[src/verilog/fat_pkg.sv]
// Constants, types and register map of the frame acquisition trigger block.
// Assumes a single 250 MHz clock and synchronous register strobes.
`default_nettype none
package fat_pkg;
   localparam int ADDR_W = 8;
   localparam int DATA_W = 32;
   localparam int TMR_W = 24;
   localparam int CNT_W = 8;
   localparam int NUM_TRIG = 2;
   localparam int NUM_LINES = 4;
   localparam int SRC_W = 3;
   localparam int TRIG_ARM = 0;
   localparam int TRIG_FRM = 1;

   // Register byte addresses.
   localparam logic [ADDR_W-1:0] ADDR_ARM_CFG = 8'h00;
   localparam logic [ADDR_W-1:0] ADDR_FRM_CFG = 8'h04;
   localparam logic [ADDR_W-1:0] ADDR_BURST = 8'h08;
   localparam logic [ADDR_W-1:0] ADDR_EXPOSURE = 8'h0c;
   localparam logic [ADDR_W-1:0] ADDR_PERIOD = 8'h10;
   localparam logic [ADDR_W-1:0] ADDR_READOUT = 8'h14;
   localparam logic [ADDR_W-1:0] ADDR_SW_TRIG = 8'h18;
   localparam logic [ADDR_W-1:0] ADDR_STATUS = 8'h1c;

   // Trigger configuration fields.
   localparam int CFG_EN_BIT = 0;
   localparam int CFG_SRC_LSB = 1;
   localparam int CFG_ACT_BIT = 4;
   localparam int CFG_WIDTH_BIT = 5;
   localparam int CFG_W = 6;

   // Software trigger and status fields.
   localparam int SW_ARM_BIT = 0;
   localparam int SW_FRM_BIT = 1;
   localparam int STAT_STATE_LSB = 0;
   localparam int STAT_EXPOSE_BIT = 2;
   localparam int STAT_READ_BIT = 3;
   localparam int STAT_COUNT_LSB = 8;
   localparam int STAT_LINES_LSB = 16;

   // Reset values.
   localparam logic [CFG_W-1:0] CFG_RST = 6'h00;
   localparam logic [CNT_W-1:0] BURST_RST = 8'h01;
   localparam logic [CNT_W-1:0] BURST_ZERO = 8'h00;
   localparam logic [TMR_W-1:0] EXPOSURE_RST = 24'h00_0064;
   localparam logic [TMR_W-1:0] PERIOD_RST = 24'h00_0800;
   localparam logic [TMR_W-1:0] READOUT_RST = 24'h00_0200;
   localparam logic [TMR_W-1:0] TMR_ZERO = 24'h00_0000;
   localparam logic [TMR_W-1:0] TMR_ONE = 24'h00_0001;
   localparam logic [CNT_W-1:0] CNT_ONE = 8'h01;
   localparam logic [DATA_W-1:0] DATA_ZERO = 32'h0000_0000;
   // Raw line rest levels: CC lines idle high, the general line low.
   localparam logic [NUM_LINES-1:0] LINE_IDLE = 4'he;

   typedef enum logic [SRC_W-1:0] {
      SRC_SOFT = 3'h0,
      SRC_LINE1 = 3'h1,
      SRC_CC1 = 3'h2,
      SRC_CC2 = 3'h3,
      SRC_CC3 = 3'h4
   } fat_src_e;

   // Gray codes along wait-arm, wait-frame, expose, readout.
   typedef enum logic [1:0] {
      ST_WAIT_ARM = 2'h0,
      ST_WAIT_FRAME = 2'h1,
      ST_EXPOSE = 2'h3,
      ST_READOUT = 2'h2
   } fat_state_e;

   // Line index 0 is the general-purpose line, 1..3 the CC lines.
   function automatic logic [1:0] fat_line_idx(input logic [SRC_W-1:0] src);
      fat_line_idx = 2'(src - SRC_LINE1);
   endfunction

   function automatic logic fat_is_hw(input logic [SRC_W-1:0] src);
      fat_is_hw = (src >= SRC_LINE1) && (src <= SRC_CC3);
   endfunction
endpackage
`default_nettype wire

[src/verilog/fat_edge_if.sv]
// Carries trigger source settings to the line edge unit and events back.
// Assumes both ends run on the same clock.
`timescale 1ns/100ps
`default_nettype none
interface fat_edge_if;
   import fat_pkg::*;
   logic [NUM_TRIG-1:0][SRC_W-1:0] src;
   logic [NUM_TRIG-1:0] fallSel;
   logic [NUM_TRIG-1:0] evtStart;
   logic [NUM_TRIG-1:0] evtEnd;
   logic [NUM_LINES-1:0] lineLvl;
   modport edge_unit (input src, input fallSel, output evtStart,
      output evtEnd, output lineLvl);
   modport ctrl (output src, output fallSel, input evtStart, input evtEnd,
      input lineLvl);
endinterface
`default_nettype wire

[src/verilog/fat_line_edge.sv]
// Synchronises the hardware trigger lines and detects the chosen edges.
// Assumes the lines are slow compared with ref_clk.
`timescale 1ns/100ps
`default_nettype none
module fat_line_edge
   import fat_pkg::*;
(
   // Clock and reset
   input wire logic ref_clk,
   input wire logic arst_n,
   // Raw lines
   input wire logic gpioLine,
   input wire logic [2:0] ccLine,
   // Control side
   fat_edge_if.edge_unit eif
);
   logic [NUM_LINES-1:0] syncA, syncB;
   logic [NUM_LINES-1:0] next_syncA, next_syncB;
   logic [NUM_TRIG-1:0] prevLvl, next_prevLvl;
   logic [NUM_TRIG-1:0] selLvl;

   always_comb begin
      next_syncA = {ccLine, gpioLine};
      next_syncB = syncA;
   end

   always_ff @(posedge ref_clk or negedge arst_n) begin
      if (!arst_n) begin
         // Starting at the idle level avoids a false edge after reset.
         syncA <= LINE_IDLE;
         syncB <= LINE_IDLE;
         prevLvl <= '0;
      end else begin
         syncA <= next_syncA;
         syncB <= next_syncB;
         prevLvl <= next_prevLvl;
      end
   end

   // CC lines are negative logic, so their level is inverted.
   assign eif.lineLvl = {~syncB[NUM_LINES-1:1], syncB[0]};

   genvar g;
   generate
      for (g = 0; g < NUM_TRIG; g++) begin : gTrig
         assign selLvl[g] = eif.lineLvl[fat_line_idx(eif.src[g])];
         assign next_prevLvl[g] = selLvl[g];
         // One event per edge; the opposite edge ends a width exposure.
         assign eif.evtStart[g] = eif.fallSel[g] ?
            (prevLvl[g] & ~selLvl[g]) : (~prevLvl[g] & selLvl[g]);
         assign eif.evtEnd[g] = eif.fallSel[g] ?
            (~prevLvl[g] & selLvl[g]) : (prevLvl[g] & ~selLvl[g]);
      end
   endgenerate
endmodule // fat_line_edge
`default_nettype wire

[src/verilog/fat_trigger_ctrl.sv]
// Arming and frame trigger state machine with exposure and readout timing.
// Assumes synchronous register strobes and slow hardware trigger lines.
//
// Strobed register access and the register addresses are this design's own decisions.
`timescale 1ns/100ps
`default_nettype none
// Function
// - arming disabled means internal arming events
// - arming enabled starts in wait-arm state (enabling it leaves the machine running until the burst count is reached)
// - frame triggers discarded while waiting to arm
// - arming event moves to wait-frame state
// - burst count reached returns to wait-arm
// - accepted frame trigger starts exposure then readout
// - ready again means back to wait-frame
// - frame trigger disabled uses internal period
// - enabled frame trigger exposes once per trigger
// - frame triggers outside wait-frame are ignored
// - software command counts as one trigger
// - hardware origin is line or CC line
// - configured edge on selected line triggers
// - each trigger keeps its own settings
// - software frames use programmed exposure
// - hardware frames allow timed or width exposure
// - width mode exposes between pulse edges
// - burst length accepts 1 through 255
// - activation selects rising or falling edge
// - CC lines are negative logic
module fat_trigger_ctrl (
   // Clock and reset
   input wire logic ref_clk,
   input wire logic arst_n,
   // Register port
   input wire logic [fat_pkg::ADDR_W-1:0] regAddr,
   input wire logic [fat_pkg::DATA_W-1:0] regWrData,
   input wire logic regWrStrobe,
   input wire logic regRdStrobe,
   output logic [fat_pkg::DATA_W-1:0] regRdData,
   // Trigger lines
   input wire logic gpioLine,
   input wire logic [2:0] ccLine,
   // Sensor control
   output logic exposing,
   output logic readingOut,
   output logic frameStart
);
   import fat_pkg::*;

   ////////////////////////////////////////////////////////////////////////
   fat_edge_if eif ();

   fat_line_edge uEdge (
      .ref_clk(ref_clk),
      .arst_n(arst_n),
      .gpioLine(gpioLine),
      .ccLine(ccLine),
      .eif(eif)
   );

   ////////////////////////////////////////////////////////////////////////
   // Registers.
   logic [CFG_W-1:0] armCfg, frmCfg, next_armCfg, next_frmCfg;
   logic [CNT_W-1:0] burst, next_burst;
   logic [TMR_W-1:0] expoLen, periodLen, readLen;
   logic [TMR_W-1:0] next_expoLen, next_periodLen, next_readLen;
   logic [DATA_W-1:0] next_regRdData;
   logic wrArm, wrFrm, swArm, swFrm;

   assign wrArm = regWrStrobe && (regAddr == ADDR_ARM_CFG);
   assign wrFrm = regWrStrobe && (regAddr == ADDR_FRM_CFG);
   assign swArm = regWrStrobe && (regAddr == ADDR_SW_TRIG) &&
      regWrData[SW_ARM_BIT];
   assign swFrm = regWrStrobe && (regAddr == ADDR_SW_TRIG) &&
      regWrData[SW_FRM_BIT];

   always_comb begin
      next_armCfg = armCfg;
      next_frmCfg = frmCfg;
      next_burst = burst;
      next_expoLen = expoLen;
      next_periodLen = periodLen;
      next_readLen = readLen;
      if (wrArm) begin
         next_armCfg = regWrData[CFG_W-1:0];
      end
      if (wrFrm) begin
         next_frmCfg = regWrData[CFG_W-1:0];
      end
      // A zero burst length is out of range and is not taken.
      if (regWrStrobe && (regAddr == ADDR_BURST) &&
          (regWrData[CNT_W-1:0] != BURST_ZERO)) begin
         next_burst = regWrData[CNT_W-1:0];
      end
      if (regWrStrobe && (regAddr == ADDR_EXPOSURE)) begin
         next_expoLen = regWrData[TMR_W-1:0];
      end
      if (regWrStrobe && (regAddr == ADDR_PERIOD)) begin
         next_periodLen = regWrData[TMR_W-1:0];
      end
      if (regWrStrobe && (regAddr == ADDR_READOUT)) begin
         next_readLen = regWrData[TMR_W-1:0];
      end
   end

   always_ff @(posedge ref_clk or negedge arst_n) begin
      if (!arst_n) begin
         armCfg <= CFG_RST;
         frmCfg <= CFG_RST;
         burst <= BURST_RST;
         expoLen <= EXPOSURE_RST;
         periodLen <= PERIOD_RST;
         readLen <= READOUT_RST;
      end else begin
         armCfg <= next_armCfg;
         frmCfg <= next_frmCfg;
         burst <= next_burst;
         expoLen <= next_expoLen;
         periodLen <= next_periodLen;
         readLen <= next_readLen;
      end
   end

   ////////////////////////////////////////////////////////////////////////
   // Trigger event selection.
   logic armEn, frmEn, frmHw, widthSel;
   logic armEvt, frmEvt, tick;
   logic [SRC_W-1:0] armSrc, frmSrc;

   assign armEn = armCfg[CFG_EN_BIT];
   assign frmEn = frmCfg[CFG_EN_BIT];
   assign armSrc = armCfg[CFG_SRC_LSB +: SRC_W];
   assign frmSrc = frmCfg[CFG_SRC_LSB +: SRC_W];
   assign frmHw = fat_is_hw(frmSrc);
   assign widthSel = frmEn && frmHw && frmCfg[CFG_WIDTH_BIT];
   // Arming settings sit in slot 0, frame settings in slot 1.
   assign eif.src = {frmSrc, armSrc};
   assign eif.fallSel = {frmCfg[CFG_ACT_BIT], armCfg[CFG_ACT_BIT]};

   always_comb begin
      if (!armEn) begin
         armEvt = 1'b1;
      end else if (fat_is_hw(armSrc)) begin
         armEvt = eif.evtStart[TRIG_ARM];
      end else begin
         armEvt = swArm;
      end
      if (!frmEn) begin
         frmEvt = tick;
      end else if (frmHw) begin
         frmEvt = eif.evtStart[TRIG_FRM];
      end else begin
         frmEvt = swFrm;
      end
   end

   ////////////////////////////////////////////////////////////////////////
   // Internal frame rate generator, free running while frame trigger is off.
   logic [TMR_W-1:0] periodCnt, next_periodCnt;

   assign tick = !frmEn && (periodCnt == TMR_ZERO);

   always_comb begin
      if (frmEn || (periodCnt == TMR_ZERO)) begin
         next_periodCnt = (periodLen == TMR_ZERO) ? TMR_ZERO :
            periodLen - TMR_ONE;
      end else begin
         next_periodCnt = periodCnt - TMR_ONE;
      end
   end

   always_ff @(posedge ref_clk or negedge arst_n) begin
      if (!arst_n) begin
         periodCnt <= TMR_ZERO;
      end else begin
         periodCnt <= next_periodCnt;
      end
   end

   ////////////////////////////////////////////////////////////////////////
   // Acquisition state machine.
   fat_state_e state, next_state;
   logic [CNT_W-1:0] frmCount, next_frmCount;
   logic [TMR_W-1:0] timer, next_timer;
   logic expWidth, next_expWidth;
   logic next_exposing, next_readingOut, next_frameStart;
   logic burstDone;

   assign burstDone = armEn && (frmCount == burst);

   always_comb begin
      next_state = state;
      next_frmCount = frmCount;
      next_timer = timer;
      next_expWidth = expWidth;
      next_frameStart = 1'b0;
      case (state)
         ST_WAIT_ARM: begin
            // Frame events here fall through unused.
            next_frmCount = '0;
            if (armEvt) begin
               next_state = ST_WAIT_FRAME;
            end
         end
         ST_WAIT_FRAME: begin
            if (frmEvt) begin
               next_state = ST_EXPOSE;
               next_frameStart = 1'b1;
               // Only frames taken while armed count toward the burst,
               // so an unarmed run cannot leave the count past its end.
               if (armEn) begin
                  next_frmCount = frmCount + CNT_ONE;
               end
               next_expWidth = widthSel;
               next_timer = (expoLen == TMR_ZERO) ? TMR_ZERO :
                  expoLen - TMR_ONE;
            end
         end
         ST_EXPOSE: begin
            if (expWidth ? eif.evtEnd[TRIG_FRM] : (timer == TMR_ZERO)) begin
               next_state = ST_READOUT;
               next_timer = (readLen == TMR_ZERO) ? TMR_ZERO :
                  readLen - TMR_ONE;
            end else if (!expWidth) begin
               next_timer = timer - TMR_ONE;
            end
         end
         ST_READOUT: begin
            if (timer == TMR_ZERO) begin
               if (burstDone) begin
                  next_state = ST_WAIT_ARM;
                  next_frmCount = '0;
               end else begin
                  next_state = ST_WAIT_FRAME;
               end
            end else begin
               next_timer = timer - TMR_ONE;
            end
         end
         default: begin
            next_state = ST_WAIT_ARM;
         end
      endcase
      next_exposing = (next_state == ST_EXPOSE);
      next_readingOut = (next_state == ST_READOUT);
   end

   always_ff @(posedge ref_clk or negedge arst_n) begin
      if (!arst_n) begin
         state <= ST_WAIT_ARM;
         frmCount <= '0;
         timer <= TMR_ZERO;
         expWidth <= 1'b0;
         exposing <= 1'b0;
         readingOut <= 1'b0;
         frameStart <= 1'b0;
      end else begin
         state <= next_state;
         frmCount <= next_frmCount;
         timer <= next_timer;
         expWidth <= next_expWidth;
         exposing <= next_exposing;
         readingOut <= next_readingOut;
         frameStart <= next_frameStart;
      end
   end

   ////////////////////////////////////////////////////////////////////////
   // Read port; unmapped and write-only addresses read as zero.
   always_comb begin
      next_regRdData = DATA_ZERO;
      if (regRdStrobe) begin
         case (regAddr)
            ADDR_ARM_CFG: next_regRdData[CFG_W-1:0] = armCfg;
            ADDR_FRM_CFG: next_regRdData[CFG_W-1:0] = frmCfg;
            ADDR_BURST: next_regRdData[CNT_W-1:0] = burst;
            ADDR_EXPOSURE: next_regRdData[TMR_W-1:0] = expoLen;
            ADDR_PERIOD: next_regRdData[TMR_W-1:0] = periodLen;
            ADDR_READOUT: next_regRdData[TMR_W-1:0] = readLen;
            ADDR_STATUS: begin
               next_regRdData[STAT_STATE_LSB +: 2] = state;
               next_regRdData[STAT_EXPOSE_BIT] = exposing;
               next_regRdData[STAT_READ_BIT] = readingOut;
               next_regRdData[STAT_COUNT_LSB +: CNT_W] = frmCount;
               next_regRdData[STAT_LINES_LSB +: NUM_LINES] = eif.lineLvl;
            end
            default: next_regRdData = DATA_ZERO;
         endcase
      end
   end

   always_ff @(posedge ref_clk or negedge arst_n) begin
      if (!arst_n) begin
         regRdData <= DATA_ZERO;
      end else begin
         regRdData <= next_regRdData;
      end
   end

   ////////////////////////////////////////////////////////////////////////
   // Checks. Exposure length is measured by a helper counter.
   logic [TMR_W-1:0] expSeen;
   always_ff @(posedge ref_clk or negedge arst_n) begin
      if (!arst_n) begin
         expSeen <= TMR_ZERO;
      end else begin
         expSeen <= (state == ST_EXPOSE) ? expSeen + TMR_ONE : TMR_ZERO;
      end
   end
endmodule // fat_trigger_ctrl
`default_nettype wire

[config.mk]
export PLATFORM = sky130hd
export DESIGN_NAME = fat_trigger_ctrl
export DESIGN_NICKNAME = d
export VERILOG_FILES = /design/src/verilog/fat_pkg.sv /design/src/verilog/fat_edge_if.sv /design/src/verilog/fat_line_edge.sv /design/src/verilog/fat_trigger_ctrl.sv
export SDC_FILE = /design/constraint.sdc
export NUM_CORES = 1
export LEC_CHECK = 0
export ABC_CLOCK_PERIOD_IN_PS = 4100
export BUFFER_PORTS_ARGS = -buffer_cell sky130_fd_sc_hd__buf_2
export CAP_MARGIN = 15
export CORE_MARGIN = 2
export CORE_UTILIZATION = 60
export CTS_CLUSTER_DIAMETER = 200
export DETAILED_ROUTE_END_ITERATION = 10
export GPL_TIMING_DRIVEN = 0
export PLACE_DENSITY = 0.86
export SLEW_MARGIN = 20
export SYNTH_ARGS = -nofsm -noshare
export SYNTH_HDL_FRONTEND = slang
export SYNTH_SLANG_ARGS = --single-unit
[constraint.sdc]
create_clock -name ref_clk -period 4.1 [get_ports ref_clk]
set_input_delay 0.82 -clock ref_clk [delete_from_list [all_inputs] [get_ports ref_clk]]
set_output_delay 0.82 -clock ref_clk [all_outputs]
set_load 0.02 [all_outputs]
==> run_results.csv <==
group,metric,value,unit
finish,fill_cells,1285,
clocking,ctsResizeCount,0,
floorplanning,die_area,18900,µm²
sta,clock_skew,0.00979,ns
clocking,htree_levels,4,
routing,highest_layer,"met4",
floorplanning,row_count,48,
routing,wl_met3,2930,µm
finish,diodes,0,
critical_path,max_stage_delay,0.67,ns
critical_path,cp_max_fo,10,
floorplanning,die_y,138,µm
critical_path,arrival,4.02,ns
yosys,ys_seq_area_share,44.1,%
sta,rsz0062_at_grt,"no",
routing,drtIter0Drc,1193,
sta,layout_setup_ws,0.446,ns
yosys,synth.most_common_cell,"dfrtp_1",
sta,setup_tns,0,ns
placement,io_buffer_count,64,
sta,period_minus_slack,3.65,ns
sta,timing.final.crit_share,89.1,%
min_path,holdPathStages,0,
placement,place_inst,1385,
finish,fin_cells,1417,
critical_path,crit_start,"timer[0]$_DFFE_PN0P_",
yosys,ys_async_sr_fraction,100,%
critical_path,crit_cells,10,
clocking,cts_made_buffers,17,
routing,drt-met1-wl,12400,µm
finish,multi_input_comb_area,5600,µm²
clocking,clkLatencyLatePin,0.45,ns
critical_path,worst_setup_path_end_kind,"flip-flop",
critical_path,crit_required,4.47,ns
routing,drtAntennaViolNets,0,
global_route,overflow,0,
pwr,p_comb_share,17.3,%
pwr,clockPowerShare,37.0,%
yosys,netlist_area,10700,µm²
global_route,grt_usage,33.9,%
finish,syn_to_final_growth,12.2,%
outcome,status,"finished, final reports clean",
yosys,netlist.area_leader.share,41.2,%
routing,dr.pass1.iters,5,
routing,drt-total-wl,30600,µm
critical_path,ff2ff_path_depth,10,
critical_path,crit_chain,"inv_1 -> ha_1 -> nor4b_1 -> nand2_1 -> nor4_1 -> o21ai_0 -> clkbuf_1 -> o32ai_1 -> a31oi_1 -> o22ai_1",
pwr,p_switching,0.00144,W
yosys,syn-instance-count,1088,
sta,worst_slew_pin_slew,1.03,ns
pwr,p_seq_share,45.7,%
placement,dp_hpwl,22200,µm
finish,fin_area,12000,µm²
sta,finalHoldViolCount,0,
yosys,ys.flop_type,"dfrtp_1",
clocking,root_buffer,"clkbuf_16",
global_route,grt_max_degree,99,
yosys,synth_fa_ha_area_share,1.17,%
placement,dpl_cell_area,11400,µm²
clocking,clock_sinks,188,
sta,max_slew_margin,31.0,%
placement,dpl_worst_slack,0.361,ns
clocking,clockBufferDepth,2,
routing,drc,0,
critical_path,path_delay_family,"simple AND/OR/NAND/NOR gates",
sta,drv_slew,0,
critical_path,critical_path_class,"reg -> reg",
yosys,synth_seq_cells,188,
yosys,synth_top_family_by_area,"simple AND/OR/NAND/NOR gates",
clocking,cts_tree,"yes",
yosys,synth_xor_area_share,7.78,%
yosys,yosys.area_share.simple,17.3,%
finish,drive_gt1_share,20.6,%
sta,fmax,274,MHz
yosys,syn_avg_cell_area,9.83,µm²
finish,final_nets,1237,
floorplanning,start_util,61.6,%
critical_path,cp-start-kind,"flip-flop",
min_path,min_path_type,"reg -> reg",
global_route,grt_pass1_wl,48200,µm
yosys,synth_compound_area_share,13.5,%
pwr,p_int,0.00341,W
yosys,synth-edff-count,0,
floorplanning,core,17400,µm²
pwr,power_density,404,nW/µm²
yosys,yosys_warnings,0,
pwr,sw_frac_of_total,29.8,%
critical_path,cp_num_buf_inv,2,
floorplanning,die_w,138,µm
global_route,antenna_found_initial,1,
yosys,synth_area_leaders,"dfrtp_1 (41%), mux2_2 (9.8%), xnor2_1 (4.6%)",
global_route,grt_pass1_vias,8714,
routing,met2_length,14300,µm
yosys,synth_cell_types,77,
clocking,ctsHoldBuffers,0,
routing,wire_per_inst,21.6,µm
sta,setup_viol,0,
critical_path,critPathSlowestCell,"nor4b_1",
floorplanning,io_pins,83,
pwr,peakVddDrop,0.000328,V
clocking,clkTransAtPathRegs,0.07,ns
yosys,synthMuxAreaShare,12.4,%
placement,gp_congestion,0.945,
critical_path,worstReg2RegStart,"timer[0]$_DFFE_PN0P_",
finish,finish.utilization,69.1,%
clocking,postCtsSetupBuffers,0,
flow_run,cap_violations,0,
yosys,synth_common_cells,"dfrtp_1 (176), nor2_1 (103), mux2_2 (93)",
routing,vias,9351,
yosys,yosysTopAreaCell,"dfrtp_1",
finish,regArea,4720,µm²
pwr,power.leakage,5.18,nW
min_path,min-delay-start,"uEdge.next_syncB[1]$_DFF_PN1_",
routing,via_per_inst,6.60,
[kinds of logic (layout without fill, tap and decap cells)]
| group | after synthesis | after routing |
|---|---|---|
| adders and majority gates | 10 | 10 |
| DFF | 188 | 188 |
| muxes | 117 | 117 |
| and+or+nand+nor | 359 | 359 |
| xor gates and xnor gates | 95 | 95 |
| other | 1 | 8 |
| buffers and inverters | 90 | 187 |
| AOI/OAI and AO/OA | 228 | 228 |
[power groups by stage]
stage / Combinational [W] / Sequential, W / Clock (W)
final: 0.000838 / 0.00222 / 0.00180
after global placement: 0.000776 / 0.00223 / 0
after CTS: 0.000820 / 0.00221 / 0.00179
after floorplan: 0.000610 / 0.00218 / 0
after detailed placement: 0.000813 / 0.00224 / 0
after global routing: 0.000916 / 0.00223 / 0.00187
[final cells by class]
cell class	instances	area share, %
Multi-Input combinational cell	817	46.7
Sequential cell	188	39.3
Clock buffer	19	3.77
Timing Repair Buffer	65	2.98
Tap cell	225	2.35
Buffer	57	2.30
Clock inverter	13	1.54
Inverter	33	1.03
[metal layers]
metal / track usage, % / vias to the layer above
met5: 0 / -
met4: 12.1 / 0
met1: 47.1 / 4605
li1: - / 4100
met3: 7.17 / 89
met2: 53.1 / 557
[placed cells by master, fill, tap and decap left out, types with 13 or more instances in the layout]
cell type,count
clkbuf_1,32
mux2_2,93
nand3_1,14
a21oi_1,51
inv_1,32
o21ai_1,13
xor2_1,39
and2_1,14
xnor2_1,56
clkbuf_16,17
nor4_1,29
mux2i_1,21
nor2_1,103
nor3_1,45
dfrtp_1,176
o21ai_0,48
nand2_1,67
o22ai_1,49
buf_2,71
a22oi_1,18
nand4_1,13
[registers in the layout, indices dropped and copies added (netlist names), 8 cells and up]
signal     cells
frmCount       8
burst          8
timer         24
periodLen     24
regRdData     24
periodCnt     24
expoLen       24
readLen       24
[final timing paths]
| path | endpoint | slack (ns) |
|---|---|---|
| max | timer[22]$_DFFE_PN0P_ | 0.45 |
| min | uEdge.syncB[1]$_DFF_PN1_ | 0.36 |
| max reg2reg | timer[22]$_DFFE_PN0P_ | 0.45 |
| min reg2reg | uEdge.syncB[1]$_DFF_PN1_ | 0.36 |
| max in group asynchronous | periodLen[11]$_DFFE_PN1P_ | 2.79 |
| min in group asynchronous | uEdge.syncB[0]$_DFF_PN0_ | 0.39 |
[through the flow]
stage	hold slack (ns)	power, W
after floorplan	0.331	0.00279
after global placement	0.338	0.00301
after detailed placement	0.346	0.00305
after CTS	0.357	0.00482
after global routing	0.362	0.00502
final	0.357	0.00485
(Power assumes the default switching activity.)
